File: config.mk
export PLATFORM = sky130hd
export DESIGN_NAME = stop_mode_clock_protect
export DESIGN_NICKNAME = d
export VERILOG_FILES = /design/src/hw/stop_clock_pkg.sv /design/src/hw/protect_if.sv /design/src/hw/stop_mode_clock_protect.sv /design/src/hw/write_protect_unit.sv
export SDC_FILE = /design/constraint.sdc
export NUM_CORES = 1
export LEC_CHECK = 0
export BUFFER_PORTS_ARGS = -buffer_cell sky130_fd_sc_hd__buf_2
export CORE_ASPECT_RATIO = 0.8
export CORE_MARGIN = 10
export CORE_UTILIZATION = 48
export DETAILED_ROUTE_END_ITERATION = 8
export PLACE_DENSITY = 0.9
export RECOVER_POWER = 50
export SYNTH_ARGS = -nofsm -noshare
export SYNTH_HDL_FRONTEND = slang
export SYNTH_SLANG_ARGS = --single-unit
File: constraint.sdc
create_clock -name clk -period 2.4 [get_ports clk]
set_input_delay 0.24 -clock clk [delete_from_list [all_inputs] [get_ports clk]]
set_output_delay 0.24 -clock clk [all_outputs]
set_load 0.01 [all_outputs]
File: src/hw/stop_clock_pkg.sv
// Constants and types for stop-mode clock control and write protection
`default_nettype none

package stop_clock_pkg;

	// ----------------------------------------------------------------
	// Register selects
	// ----------------------------------------------------------------
	localparam logic [3:0] SEL_CLOCK_CONTROL0 = 4'h0;
	localparam logic [3:0] SEL_CLOCK_CONTROL1 = 4'h1;
	localparam logic [3:0] SEL_PERIPHERAL_CLOCK = 4'h2;
	localparam logic [3:0] SEL_POWER_MODE0 = 4'h3;
	localparam logic [3:0] SEL_POWER_MODE1 = 4'h4;
	localparam logic [3:0] SEL_POWER_MODE2 = 4'h5;
	localparam logic [3:0] SEL_WRITE_PROTECT = 4'h6;
	localparam logic [3:0] SEL_PORT_DIRECTION = 4'h7;
	localparam logic [3:0] SEL_SERIAL_A_CONTROL = 4'h8;
	localparam logic [3:0] SEL_SERIAL_B_CONTROL = 4'h9;

	// ----------------------------------------------------------------
	// Field positions
	// ----------------------------------------------------------------
	localparam int WAIT_PERIPH_CLOCK_STOP_BIT = 2;
	localparam int MAIN_OSC_HALT_BIT = 5;
	localparam int CPU_DIV8_SELECT_BIT = 6;
	localparam int CPU_CLOCK_SOURCE_BIT = 7;
	localparam int STOP_ALL_CLOCKS_BIT = 0;
	localparam int SUB_CLOCK_ONLY_BIT = 1;
	localparam int MAIN_OSC_HIGH_DRIVE_BIT = 5;
	localparam int CLOCK_CHANGE_LOCK_BIT = 1;
	localparam int CLOCK_REGS_WRITE_ENABLE = 0;
	localparam int POWER_REGS_WRITE_ENABLE = 1;
	localparam int ONESHOT_PORT_SERIAL_WRITE_ENABLE = 2;
	localparam logic [7:0] CLOCK_CONTROL0_LOCK_MASK = 8'hA4;
	localparam logic [7:0] CLOCK_CONTROL1_LOCK_MASK = 8'h03;
	localparam logic [7:0] WRITE_PROTECT_MASK = 8'h07;

	// ----------------------------------------------------------------
	// Reset values
	// ----------------------------------------------------------------
	localparam logic [7:0] CLOCK_CONTROL0_RESET = 8'h00;
	localparam logic [7:0] CLOCK_CONTROL1_RESET = 8'h00;
	localparam logic [7:0] GENERIC_REG_RESET = 8'h00;

	// ----------------------------------------------------------------
	// Counts and selections
	// ----------------------------------------------------------------
	localparam int WAKE_SOURCES = 5;
	localparam logic [2:0] DIV8_LAST = 3'h7;
	localparam logic [1:0] CLOCK_OUTPUT_PIN_PORT = 2'h0;
	localparam logic [1:0] CLOCK_OUTPUT_PIN_SUB_DERIVED = 2'h1;
	localparam logic [1:0] CLOCK_OUTPUT_PIN_DIV8 = 2'h2;
	localparam logic [1:0] CLOCK_OUTPUT_PIN_DIV32 = 2'h3;

	typedef enum logic [2:0] {
		ST_RUN = 3'h1,
		ST_STOP = 3'h2,
		ST_WAKE = 3'h4
	} clk_state_t;

endpackage

`default_nettype wire

File: src/hw/protect_if.sv
// Carrier between the clock core and the write-protect unit
`default_nettype none

interface protect_if;
	logic wrEn;
	logic [3:0] wrSel;
	logic [7:0] wrData;
	logic clockEn;
	logic powerEn;
	logic oneshotEn;
	logic [7:0] protectQ;

	modport unit (
		input wrEn, wrSel, wrData,
		output clockEn, powerEn, oneshotEn, protectQ
	);
	modport core (
		output wrEn, wrSel, wrData,
		input clockEn, powerEn, oneshotEn, protectQ
	);
endinterface

`default_nettype wire

File: src/hw/stop_mode_clock_protect.sv
// Stop-mode clock control, clock-change lock and protected registers
`default_nettype none

module stop_mode_clock_protect
	import stop_clock_pkg::*;
(
	input wire logic clk,
	input wire logic resetn,
	input wire logic wrEn,
	input wire logic [3:0] wrSel,
	input wire logic [7:0] wrData,
	output logic [7:0] clockControl0,
	output logic [7:0] clockControl1,
	output logic [7:0] peripheralClock,
	output logic [7:0] powerMode0,
	output logic [7:0] powerMode1,
	output logic [7:0] powerMode2,
	output logic [7:0] writeProtect,
	output logic [7:0] portDirection,
	output logic [7:0] serialAControl,
	output logic [7:0] serialBControl,
	input wire logic nmiN,
	input wire logic [WAKE_SOURCES-1:0] wakeIrqReq,
	input wire logic [3*WAKE_SOURCES-1:0] irqPriorityLevel,
	input wire logic globalIrqEnable,
	input wire logic subTick,
	input wire logic crystalVcoEnable,
	input wire logic pageDataVcoEnable,
	input wire logic programmeDeliveryVcoEnable,
	input wire logic singleChipMode,
	input wire logic [19:0] busAddrIn,
	input wire logic [15:0] busDataIn,
	input wire logic [3:0] chipSelectInN,
	input wire logic byteHighEnableInN,
	input wire logic [7:0] ioPortIn,
	input wire logic readInN,
	input wire logic writeInN,
	input wire logic holdAckInN,
	input wire logic busClockIn,
	input wire logic latchEnableIn,
	input wire logic [1:0] clockOutSel,
	input wire logic clockOutSrc,
	output logic stopped,
	output logic mainOscRun,
	output logic subOscRun,
	output logic cpuClockRun,
	output logic cpuTick,
	output logic periphClockRun,
	output logic extPeriphRun,
	output logic expOscRun,
	output logic irqServiceStart,
	output logic wakeByNmi,
	output logic [19:0] busAddr,
	output logic [15:0] busData,
	output logic [3:0] chipSelectN,
	output logic byteHighEnableOutputN,
	output logic [7:0] ioPort,
	output logic readN,
	output logic writeN,
	output logic holdAcknowledgeOutputN,
	output logic busClock,
	output logic latchEnable,
	output logic clockOutputPin
);

	protect_if prot ();

	write_protect_unit u_protect (
		.clk(clk),
		.resetn(resetn),
		.prot(prot)
	);

	clk_state_t state_q;
	clk_state_t state_d;
	logic [7:0] cm0_q;
	logic [7:0] cm1_q;
	logic [7:0] pclk_q;
	logic [7:0] pm0_q;
	logic [7:0] pm1_q;
	logic [7:0] pm2_q;
	logic [7:0] pdir_q;
	logic [7:0] sa_q;
	logic [7:0] sb_q;
	logic [2:0] div_q;
	logic nmiPrev_q;
	logic irqStart_q;
	logic nmiWake_q;
	logic locked;
	logic running;
	logic clockWr;
	logic powerWr;
	logic oneshotWr;
	logic stopReq;
	logic nmiFall;
	logic irqWake;
	logic [7:0] cm0Next;
	logic [7:0] cm1Next;

	assign prot.wrEn = wrEn & running;
	assign prot.wrSel = wrSel;
	assign prot.wrData = wrData;

	// ----------------------------------------------------------------
	// Write qualification
	// ----------------------------------------------------------------
	assign running = (state_q == ST_RUN);
	assign locked = pm2_q[CLOCK_CHANGE_LOCK_BIT];
	assign clockWr = wrEn & running & prot.clockEn;
	assign powerWr = wrEn & running & prot.powerEn;
	assign oneshotWr = wrEn & running & prot.oneshotEn;

	// Locked bits keep their stored value
	assign cm0Next = locked ? ((cm0_q & CLOCK_CONTROL0_LOCK_MASK) |
		(wrData & ~CLOCK_CONTROL0_LOCK_MASK)) : wrData;
	assign cm1Next = locked ? ((cm1_q & CLOCK_CONTROL1_LOCK_MASK) |
		(wrData & ~CLOCK_CONTROL1_LOCK_MASK)) : wrData;
	assign stopReq = clockWr & (wrSel == SEL_CLOCK_CONTROL1) & cm1Next[STOP_ALL_CLOCKS_BIT];

	// ----------------------------------------------------------------
	// Wake detection
	// ----------------------------------------------------------------
	assign nmiFall = nmiPrev_q & ~nmiN;

	always_comb begin
		irqWake = 1'b0;
		for (int i = 0; i < WAKE_SOURCES; i++) begin
			if (wakeIrqReq[i] && (irqPriorityLevel[3*i +: 3] != 3'h0)) begin
				irqWake = globalIrqEnable;
			end
		end
	end

	always_ff @(posedge clk) begin
		if (!resetn) begin
			nmiPrev_q <= 1'b1;
		end else begin
			nmiPrev_q <= nmiN;
		end
	end

	// ----------------------------------------------------------------
	// Mode state machine
	// ----------------------------------------------------------------
	always_comb begin
		state_d = state_q;
		case (state_q)
			ST_RUN: begin
				if (stopReq) begin
					state_d = ST_STOP;
				end
			end
			ST_STOP: begin
				if (nmiFall || irqWake) begin
					state_d = ST_WAKE;
				end
			end
			ST_WAKE: begin
				state_d = ST_RUN;
			end
			default: begin
				state_d = ST_RUN;
			end
		endcase
	end

	always_ff @(posedge clk) begin
		if (!resetn) begin
			state_q <= ST_RUN;
		end else begin
			state_q <= state_d;
		end
	end

	// Service start follows the clock restart by one cycle
	always_ff @(posedge clk) begin
		if (!resetn) begin
			irqStart_q <= 1'b0;
			nmiWake_q <= 1'b0;
		end else begin
			irqStart_q <= (state_q == ST_WAKE);
			if (state_q == ST_STOP && state_d == ST_WAKE) begin
				nmiWake_q <= nmiFall;
			end
		end
	end

	// ----------------------------------------------------------------
	// Clock control registers
	// ----------------------------------------------------------------
	always_ff @(posedge clk) begin
		if (!resetn) begin
			cm0_q <= CLOCK_CONTROL0_RESET;
			cm1_q <= CLOCK_CONTROL1_RESET;
			pclk_q <= GENERIC_REG_RESET;
		end else begin
			if (clockWr && wrSel == SEL_CLOCK_CONTROL0) begin
				cm0_q <= cm0Next;
			end
			if (clockWr && wrSel == SEL_PERIPHERAL_CLOCK) begin
				pclk_q <= wrData;
			end
			if (stopReq) begin
				cm1_q <= cm1Next | (8'h01 << MAIN_OSC_HIGH_DRIVE_BIT);
				cm0_q[CPU_DIV8_SELECT_BIT] <= 1'b1;
			end else if (clockWr && wrSel == SEL_CLOCK_CONTROL1) begin
				cm1_q <= cm1Next;
			end else if (state_q == ST_WAKE) begin
				cm1_q[STOP_ALL_CLOCKS_BIT] <= 1'b0;
			end
		end
	end

	// ----------------------------------------------------------------
	// Power mode and one-shot protected registers
	// ----------------------------------------------------------------
	always_ff @(posedge clk) begin
		if (!resetn) begin
			pm0_q <= GENERIC_REG_RESET;
			pm1_q <= GENERIC_REG_RESET;
			pm2_q <= GENERIC_REG_RESET;
			pdir_q <= GENERIC_REG_RESET;
			sa_q <= GENERIC_REG_RESET;
			sb_q <= GENERIC_REG_RESET;
		end else begin
			if (powerWr && wrSel == SEL_POWER_MODE0) begin
				pm0_q <= wrData;
			end
			if (powerWr && wrSel == SEL_POWER_MODE1) begin
				pm1_q <= wrData;
			end
			if (powerWr && wrSel == SEL_POWER_MODE2) begin
				pm2_q <= wrData;
			end
			if (oneshotWr && wrSel == SEL_PORT_DIRECTION) begin
				pdir_q <= wrData;
			end
			if (oneshotWr && wrSel == SEL_SERIAL_A_CONTROL) begin
				sa_q <= wrData;
			end
			if (oneshotWr && wrSel == SEL_SERIAL_B_CONTROL) begin
				sb_q <= wrData;
			end
		end
	end

	// ----------------------------------------------------------------
	// Clock enables and CPU divider
	// ----------------------------------------------------------------
	always_ff @(posedge clk) begin
		if (!resetn) begin
			div_q <= 3'h0;
		end else if (state_q == ST_STOP) begin
			div_q <= 3'h0;
		end else begin
			div_q <= div_q + 3'h1;
		end
	end

	assign stopped = (state_q == ST_STOP);
	assign cpuClockRun = ~stopped;
	assign periphClockRun = ~stopped;
	assign mainOscRun = ~stopped & ~cm0_q[MAIN_OSC_HALT_BIT];
	assign subOscRun = ~stopped;
	assign extPeriphRun = 1'b1;
	assign expOscRun = crystalVcoEnable | pageDataVcoEnable | programmeDeliveryVcoEnable;

	// Source bit survives stop, div8 is forced at entry
	always_comb begin
		if (stopped) begin
			cpuTick = 1'b0;
		end else if (cm0_q[CPU_CLOCK_SOURCE_BIT]) begin
			cpuTick = subTick;
		end else if (cm0_q[CPU_DIV8_SELECT_BIT]) begin
			cpuTick = (div_q == DIV8_LAST);
		end else begin
			cpuTick = 1'b1;
		end
	end

	// ----------------------------------------------------------------
	// Pin states
	// ----------------------------------------------------------------
	always_ff @(posedge clk) begin
		if (!resetn) begin
			busAddr <= 20'h0_0000;
			busData <= 16'h0000;
			chipSelectN <= 4'hF;
			byteHighEnableOutputN <= 1'b1;
			ioPort <= 8'h00;
			clockOutputPin <= 1'b0;
		end else if (state_d == ST_STOP) begin
			if (singleChipMode && clockOutSel == CLOCK_OUTPUT_PIN_SUB_DERIVED) begin
				clockOutputPin <= 1'b1;
			end
		end else begin
			busAddr <= busAddrIn;
			busData <= busDataIn;
			chipSelectN <= chipSelectInN;
			byteHighEnableOutputN <= byteHighEnableInN;
			ioPort <= ioPortIn;
			clockOutputPin <= (clockOutSel == CLOCK_OUTPUT_PIN_PORT) ? ioPortIn[0] : clockOutSrc;
		end
	end

	always_ff @(posedge clk) begin
		if (!resetn) begin
			readN <= 1'b1;
			writeN <= 1'b1;
			holdAcknowledgeOutputN <= 1'b1;
			busClock <= 1'b1;
			latchEnable <= 1'b1;
		end else if (state_d == ST_STOP) begin
			if (!singleChipMode) begin
				readN <= 1'b1;
				writeN <= 1'b1;
				holdAcknowledgeOutputN <= 1'b1;
				busClock <= 1'b1;
				latchEnable <= 1'b1;
			end
		end else begin
			readN <= readInN;
			writeN <= writeInN;
			holdAcknowledgeOutputN <= holdAckInN;
			busClock <= busClockIn;
			latchEnable <= latchEnableIn;
		end
	end

	assign irqServiceStart = irqStart_q;
	assign wakeByNmi = nmiWake_q;
	assign clockControl0 = cm0_q;
	assign clockControl1 = cm1_q;
	assign peripheralClock = pclk_q;
	assign powerMode0 = pm0_q;
	assign powerMode1 = pm1_q;
	assign powerMode2 = pm2_q;
	assign writeProtect = prot.protectQ;
	assign portDirection = pdir_q;
	assign serialAControl = sa_q;
	assign serialBControl = sb_q;

endmodule // stop_mode_clock_protect

`default_nettype wire

File: src/hw/write_protect_unit.sv
// Write-protect register with its three group enables
`default_nettype none

module write_protect_unit
	import stop_clock_pkg::*;
(
	input wire logic clk,
	input wire logic resetn,
	protect_if.unit prot
);

	logic [7:0] protect_q;
	logic [7:0] protect_d;

	// ----------------------------------------------------------------
	// Register update
	// ----------------------------------------------------------------
	always_comb begin
		protect_d = protect_q;
		if (prot.wrEn) begin
			if (prot.wrSel == SEL_WRITE_PROTECT) begin
				protect_d = prot.wrData & WRITE_PROTECT_MASK;
			end else begin
				protect_d[ONESHOT_PORT_SERIAL_WRITE_ENABLE] = 1'b0;
			end
		end
	end

	always_ff @(posedge clk) begin
		if (!resetn) begin
			protect_q <= GENERIC_REG_RESET;
		end else begin
			protect_q <= protect_d;
		end
	end

	// ----------------------------------------------------------------
	// Group enables
	// ----------------------------------------------------------------
	assign prot.clockEn = protect_q[CLOCK_REGS_WRITE_ENABLE];
	assign prot.powerEn = protect_q[POWER_REGS_WRITE_ENABLE];
	assign prot.oneshotEn = protect_q[ONESHOT_PORT_SERIAL_WRITE_ENABLE];
	assign prot.protectQ = protect_q;

endmodule // write_protect_unit

`default_nettype wire

==> flow_summary.json, run 1 <==
{
  "status": "finished with violations",
  "violations": "max-capacitance violations, max-slew violations",
  "clk-insertion-delay-late_ps": 410,
  "tightest_slew_ps": 1830,
  "drtPass1Iterations": 5,
  "syn_avg_cell_area_um2": 9.99,
  "post_cts_buffers": 0,
  "row_count": 35,
  "fmax_mhz": 459,
  "yosysSeqAreaShare": 0.484,
  "layout.nets": 903,
  "setup_viol": 0,
  "min_period_ps": 2180,
  "area.growth.synth_to_final_pct": 30.2,
  "drt_iter0_markers": 274,
  "powerDensity_mw_per_mm2": 736,
  "port-buffer-count": 237,
  "power.share.combinational": 0.065,
  "rsz0062_at_grt": "false",
  "finalSetupTns_ps": 0,
  "swShare": 0.226,
  "core_area_mm2": 0.0116,
  "p_seq_frac": 0.434,
  "synth_area_leaders": "dfxtp_1 48%, mux2i_1 21%, nor2b_1 8.4%",
  "synth_top_cells_by_count": "139 x dfxtp_1, 121 x mux2i_1, 99 x nand2_1",
  "place_hpwl_mm": 12.5,
  "relSlewSlack": -0.221,
  "yosysMostFrequentCell": "dfxtp_1",
  "dieArea_mm2": 0.0168,
  "cts_tree": "done",
  "fin_total_pwr_mw": 5.51,
  "cts_root_buf": "clkbuf_16",
  "worst-path-max-fanout": 19,
  "maxCapViolCount": 1,
  "path_class": "flop to flop",
  "synthFlopType": "dfxtp_1",
  "cts.sinks": 139,
  "syn_inst": 576,
  "leakagePower_nw": 3.33,
  "hold_class": "primary input to flop",
  "yosysTopAreaCellShare": 0.484,
  "grt_overflow": 0,
  "maxSlewViolCount": 109,
  "cts.path.max_buffers": 2,
  "antennaDiodeCount": 0,
  "synthArstFlopShare": 0,
  "start_util": 0.496,
  "yosysWarnings": 0,
  "synth_edf_count": 0,
  "num_io_pins": 244,
  "track_usage": 0.188,
  "pwr-share-clk": 0.501,
  "fillers": 1005,
  "arrival_ps": 2450,
  "cp.required_ps": 2670,
  "finalClockSkew_ps": 8.79,
  "die_height_um": 118,
  "ys_ff_latch": 139,
  "grt_max_degree": 109,
  "synth_area_mm2": 0.00575,
  "cts-htree-levels": 4,
  "end_kind": "flop",
  "ys_types": 45,
  "drive_gt1_frac": 0.205,
  "fin_crit_sh": 0.908,
  "finalHoldViolations": 0,
  "die_w_um": 142,
  "cp-start-kind": "flop",
  "antenna_found_initial": 0,
  "route.detailed.drc": 0,
  "gp_congestion": 0.854,
  "cts_inserted_buffers": 17,
  "drt-vias-per-instance": 4.97,
  "grt_pass1_wl_mm": 25.7,
  "p_int_mw": 4.26,
  "postRouteAntennaNets": 0,
  "post-synth-top-area-cell": "dfxtp_1",
  "vias": 4790,
  "cts.clk_slew.worst_paths_ps": 60,
  "netSwitchingPower_mw": 1.25,
  "wl_per_cell_um": 17.6,
  "peakVddDrop_mv": 0.449,
  "grt_pass1_vias": 4836,
  "wl_mm": 17.0
}
[sequential cells by signal, indices dropped and copies added, names as in the netlist, 3 cells and up]
| signal | cells |
|---|---|
| portDirection | 8 |
| div_q | 3 |
| busData | 16 |
| serialBControl | 8 |
| powerMode1 | 8 |
| u_protect.prot.protectQ | 3 |
| ioPort | 8 |
| clockControl0 | 8 |
| state_q | 3 |
| peripheralClock | 8 |
| powerMode2 | 8 |
| serialAControl | 8 |
| powerMode0 | 8 |
| clockControl1 | 8 |
| busAddr | 20 |
| chipSelectN | 4 |
[placed cells by master (no fill, tap or decap), drive strengths merged, types with 2 or more instances in the layout]
cell	count
nand2b	4
conb	6
inv	12
mux2i	121
nor2b	77
a21oi	3
dfxtp	139
nor3	6
nand2	99
o21ai	9
nor2	13
clkbuf	151
or3	2
nand3	2
ha	2
clkinvlp	3
bufinv	4
and3	4
o21a	2
buf	120
clkinv	4
o311ai	6
o31ai	5
and3b	5
[metrics by stage]
stage / utilization / std cells / hold WS (ps) / cell area (µm²) / setup slack (ps)
3_3_place_gp: 0.606 / 930 / 405 / 7030 / 323
3_5_place_dp: 0.606 / 930 / 408 / 7030 / 205
4_1_cts: 0.660 / 962 / 15.0 / 7650 / 204
6_report: 0.645 / 963 / 29.4 / 7490 / 222
2_1_floorplan: - / 580 / 341 / 5770 / 535
5_1_grt: 0.645 / 963 / 21.0 / 7490 / 33.7
[kinds of logic (layout without fill, tap and decap cells)]
| group | count (synthesis) | after routing | share of synthesized area |
|---|---|---|---|
| AO/OA/AOI/OAI | 31 | 31 | 0.0385 |
| adder cells (fa/ha/maj) | 2 | 2 | 0.00435 |
| buffers and inverters | 60 | 294 | 0.0539 |
| flip-flops | 139 | 139 | 0.484 |
| multiplexers | 122 | 122 | 0.213 |
| other | 2 | 6 | 0.00131 |
| AND/OR/NAND/NOR | 220 | 221 | 0.206 |
[final timing paths]
kind | from | to | slack [ps] | depth (start not counted)
setup / recovery | state_q[2] | clockOutputPin | 220 | 6
hold / removal | nmiN | nmiPrev_q | 30 | 2
setup reg to reg | state_q[2] | clockOutputPin | 220 | 6
hold reg to reg | div_q[0] | div_q[0] | 420 | 1
[repair_timing]
item                       4_1_cts  5_1_grt
setup endpoints to repair        0        1
resized for setup                0        1
hold buffers                     0        0
[layer usage]
metal  part of all wire  track usage  up-vias
met3              0.083       0.0641       15
met4              0.012       0.0612        0
li1                   -            -     2367
met5                  0            0        -
met1               0.43        0.226     2226
met2               0.47        0.305      182
[layout make-up]
| cell class | count | area (µm²) | share of cell area |
|---|---|---|---|
| Tap cell | 148 | 185 | 0.0247 |
| Sequential cell | 139 | 2780 | 0.372 |
| Inverter | 9 | 33.8 | 0.00451 |
| Clock inverter | 14 | 193 | 0.0257 |
| Multi-Input combinational cell | 382 | 2700 | 0.360 |
| Timing Repair Buffer | 253 | 1170 | 0.156 |
| Clock buffer | 18 | 429 | 0.0573 |
[power groups by stage]
stage               clock, mW  sequential [mW]  combinational, mW
finish                   2.76             2.39              0.357
detailed placement          0             2.44              0.372
CTS                      2.80             2.39              0.373
floorplan                   0             2.46              0.169
global placement            0             2.44              0.363
global route             2.90             2.40              0.397
[worst max-delay path, cell delays in order, from the launching register on]
cell and delay, ps:
dfxtp_1 340, nand4bb_1 260, or4_1 610, o22ai_2 280
nor2_4 190, buf_12 230, mux2i_1 130
(Power assumes the default switching activity.)
==> run 2: changes to the inputs <==
- RECOVER_POWER: 50 -> 25
==> flow_summary.json, run 2 (synthesis gave the netlist of run 1 again) <==
{
  "fillers": 965,
  "cts_hold_buf": 0,
  "layout.nets": 903,
  "r2r-end": "clockOutputPin",
  "antenna_found_initial": 0,
  "post_cts_buffers": 0,
  "hold_end": "nmiPrev_q",
  "violations": "max-capacitance violations, max-slew violations",
  "start_util": 0.496,
  "powerDensity_mw_per_mm2": 728,
  "wl_mm": 16.9,
  "reg.largest.list": "busAddr (20), busData (16)",
  "worst-path-max-fanout": 19,
  "reg2reg_depth": 6,
  "port-buffer-count": 237,
  "status": "finished with violations",
  "finalClockSkew_ps": 7.72,
  "largest_reg_flops": 20,
  "cts.path.max_buffers": 2,
  "grt_overflow": 0,
  "area.growth.synth_to_final_pct": 31.7,
  "relSlewSlack": -0.233,
  "gp_congestion": 0.854,
  "hold_class": "primary input to flop",
  "setup_viol": 0,
  "wl_per_cell_um": 17.6,
  "cp-start-kind": "flop",
  "path_class": "flop to flop",
  "r2r_setup_slack_ps": 220,
  "arrival_ps": 2450,
  "cts_inserted_buffers": 17,
  "grt_pass1_vias": 4836,
  "fmax_mhz": 458,
  "die_height_um": 118,
  "row_count": 35,
  "clk-insertion-delay-late_ps": 410,
  "maxSlewViolCount": 109,
  "core_area_mm2": 0.0116,
  "end_kind": "flop",
  "cts.clk_slew.worst_paths_ps": 60,
  "hold_start": "nmiN",
  "route.detailed.drc": 0,
  "place_hpwl_mm": 12.5,
  "cts-htree-levels": 4,
  "final_common_cell": "buf_2",
  "leakagePower_nw": 3.61,
  "cts_tree": "done",
  "cts_root_buf": "clkbuf_16",
  "regMostFlops": "busAddr",
  "r2r-start": "state_q[2]",
  "grt_max_degree": 109,
  "min_period_ps": 2180,
  "drt-vias-per-instance": 5.00,
  "finalHoldViolations": 0,
  "postRouteAntennaNets": 0,
  "vias": 4811,
  "min_path_cells": 2,
  "grt_pass1_wl_mm": 25.7,
  "rsz0062_at_grt": "false",
  "antennaDiodeCount": 0,
  "peakVddDrop_mv": 0.450,
  "pre_cts_ws_ps": 205,
  "dieArea_mm2": 0.0168,
  "drtPass1Iterations": 5,
  "layout_common_cells": "173 x buf_2, 139 x dfxtp_1, 121 x mux2i_1",
  "finalSetupTns_ps": 0,
  "cts-resized-gates": 0,
  "drive_gt1_frac": 0.290,
  "worst_slack_ps": 218,
  "die_w_um": 142,
  "num_io_pins": 244,
  "drt_iter0_markers": 270,
  "tightest_slew_ps": 1850,
  "fin_crit_sh": 0.909,
  "track_usage": 0.188,
  "maxCapViolCount": 1,
  "cts.sinks": 139,
  "cp.required_ps": 2670
}
run 2: cell count changes in the layout (fill, tap and decap cells not counted):
cell,delta
buf_2,+69
clkbuf_1,-69
run 2: how the worst max path moves through the flow:
stage,from,to,cells past startpoint
2_1_floorplan,state_q[2],clockOutputPin,7
3_3_place_gp,state_q[2],busData[5],6
3_5_place_dp,state_q[2],busAddr[9],6
4_1_cts,state_q[2],busAddr[13],6
5_1_grt,state_q[2],ioPort[0],6
6_report,state_q[2],clockOutputPin,6
run 2: final cells by class:
| class | count | area (µm²) | share of cell area |
|---|---|---|---|
| flip-flops and latches | 139 | 2780 | 0.367 |
| multi-input cells | 382 | 2700 | 0.356 |
| repair buffers | 253 | 1250 | 0.165 |
| clock buffers | 18 | 429 | 0.0567 |
| clock inverters | 14 | 193 | 0.0254 |
| well taps | 148 | 185 | 0.0245 |
| inverters | 9 | 33.8 | 0.00446 |
run 2: worst max-delay path: stages, from the launching register on:
cell and delay [ps]:
dfxtp_1 330, nand4bb_1 270, or4_1 610, o22ai_2 280, nor2_4 190, buf_12 230
mux2i_1 130
run 2: metal layers:
layer	wire, µm	up-vias	part of all wire	GRT usage
li1	-	2368	-	-
met1	7210	2246	0.43	0.226
met2	8090	184	0.48	0.305
met3	1420	13	0.084	0.0641
met4	212	0	0.013	0.0612
met5	0	-	0	0
run 2: power breakdown:
group          switching, mW  internal, mW  leakage (nW)
logic                  0.202         0.159          2.18
registers             0.0265          2.36          1.14
clock network           1.01          1.75         0.297
total                   1.24          4.27          3.61
run 2: per-stage QoR:
step | utilization | instances | total power, mW | cell area (µm²) | hold slack, ps
4_1_cts | 0.660 | 962 | 5.56 | 7650 | 15.0
2_1_floorplan | - | 580 | 2.63 | 5770 | 341
3_5_place_dp | 0.606 | 930 | 2.81 | 7030 | 408
6_report | 0.653 | 963 | 5.51 | 7570 | 28.6
3_3_place_gp | 0.606 | 930 | 2.80 | 7030 | 405
5_1_grt | 0.653 | 963 | 5.70 | 7570 | 21.0
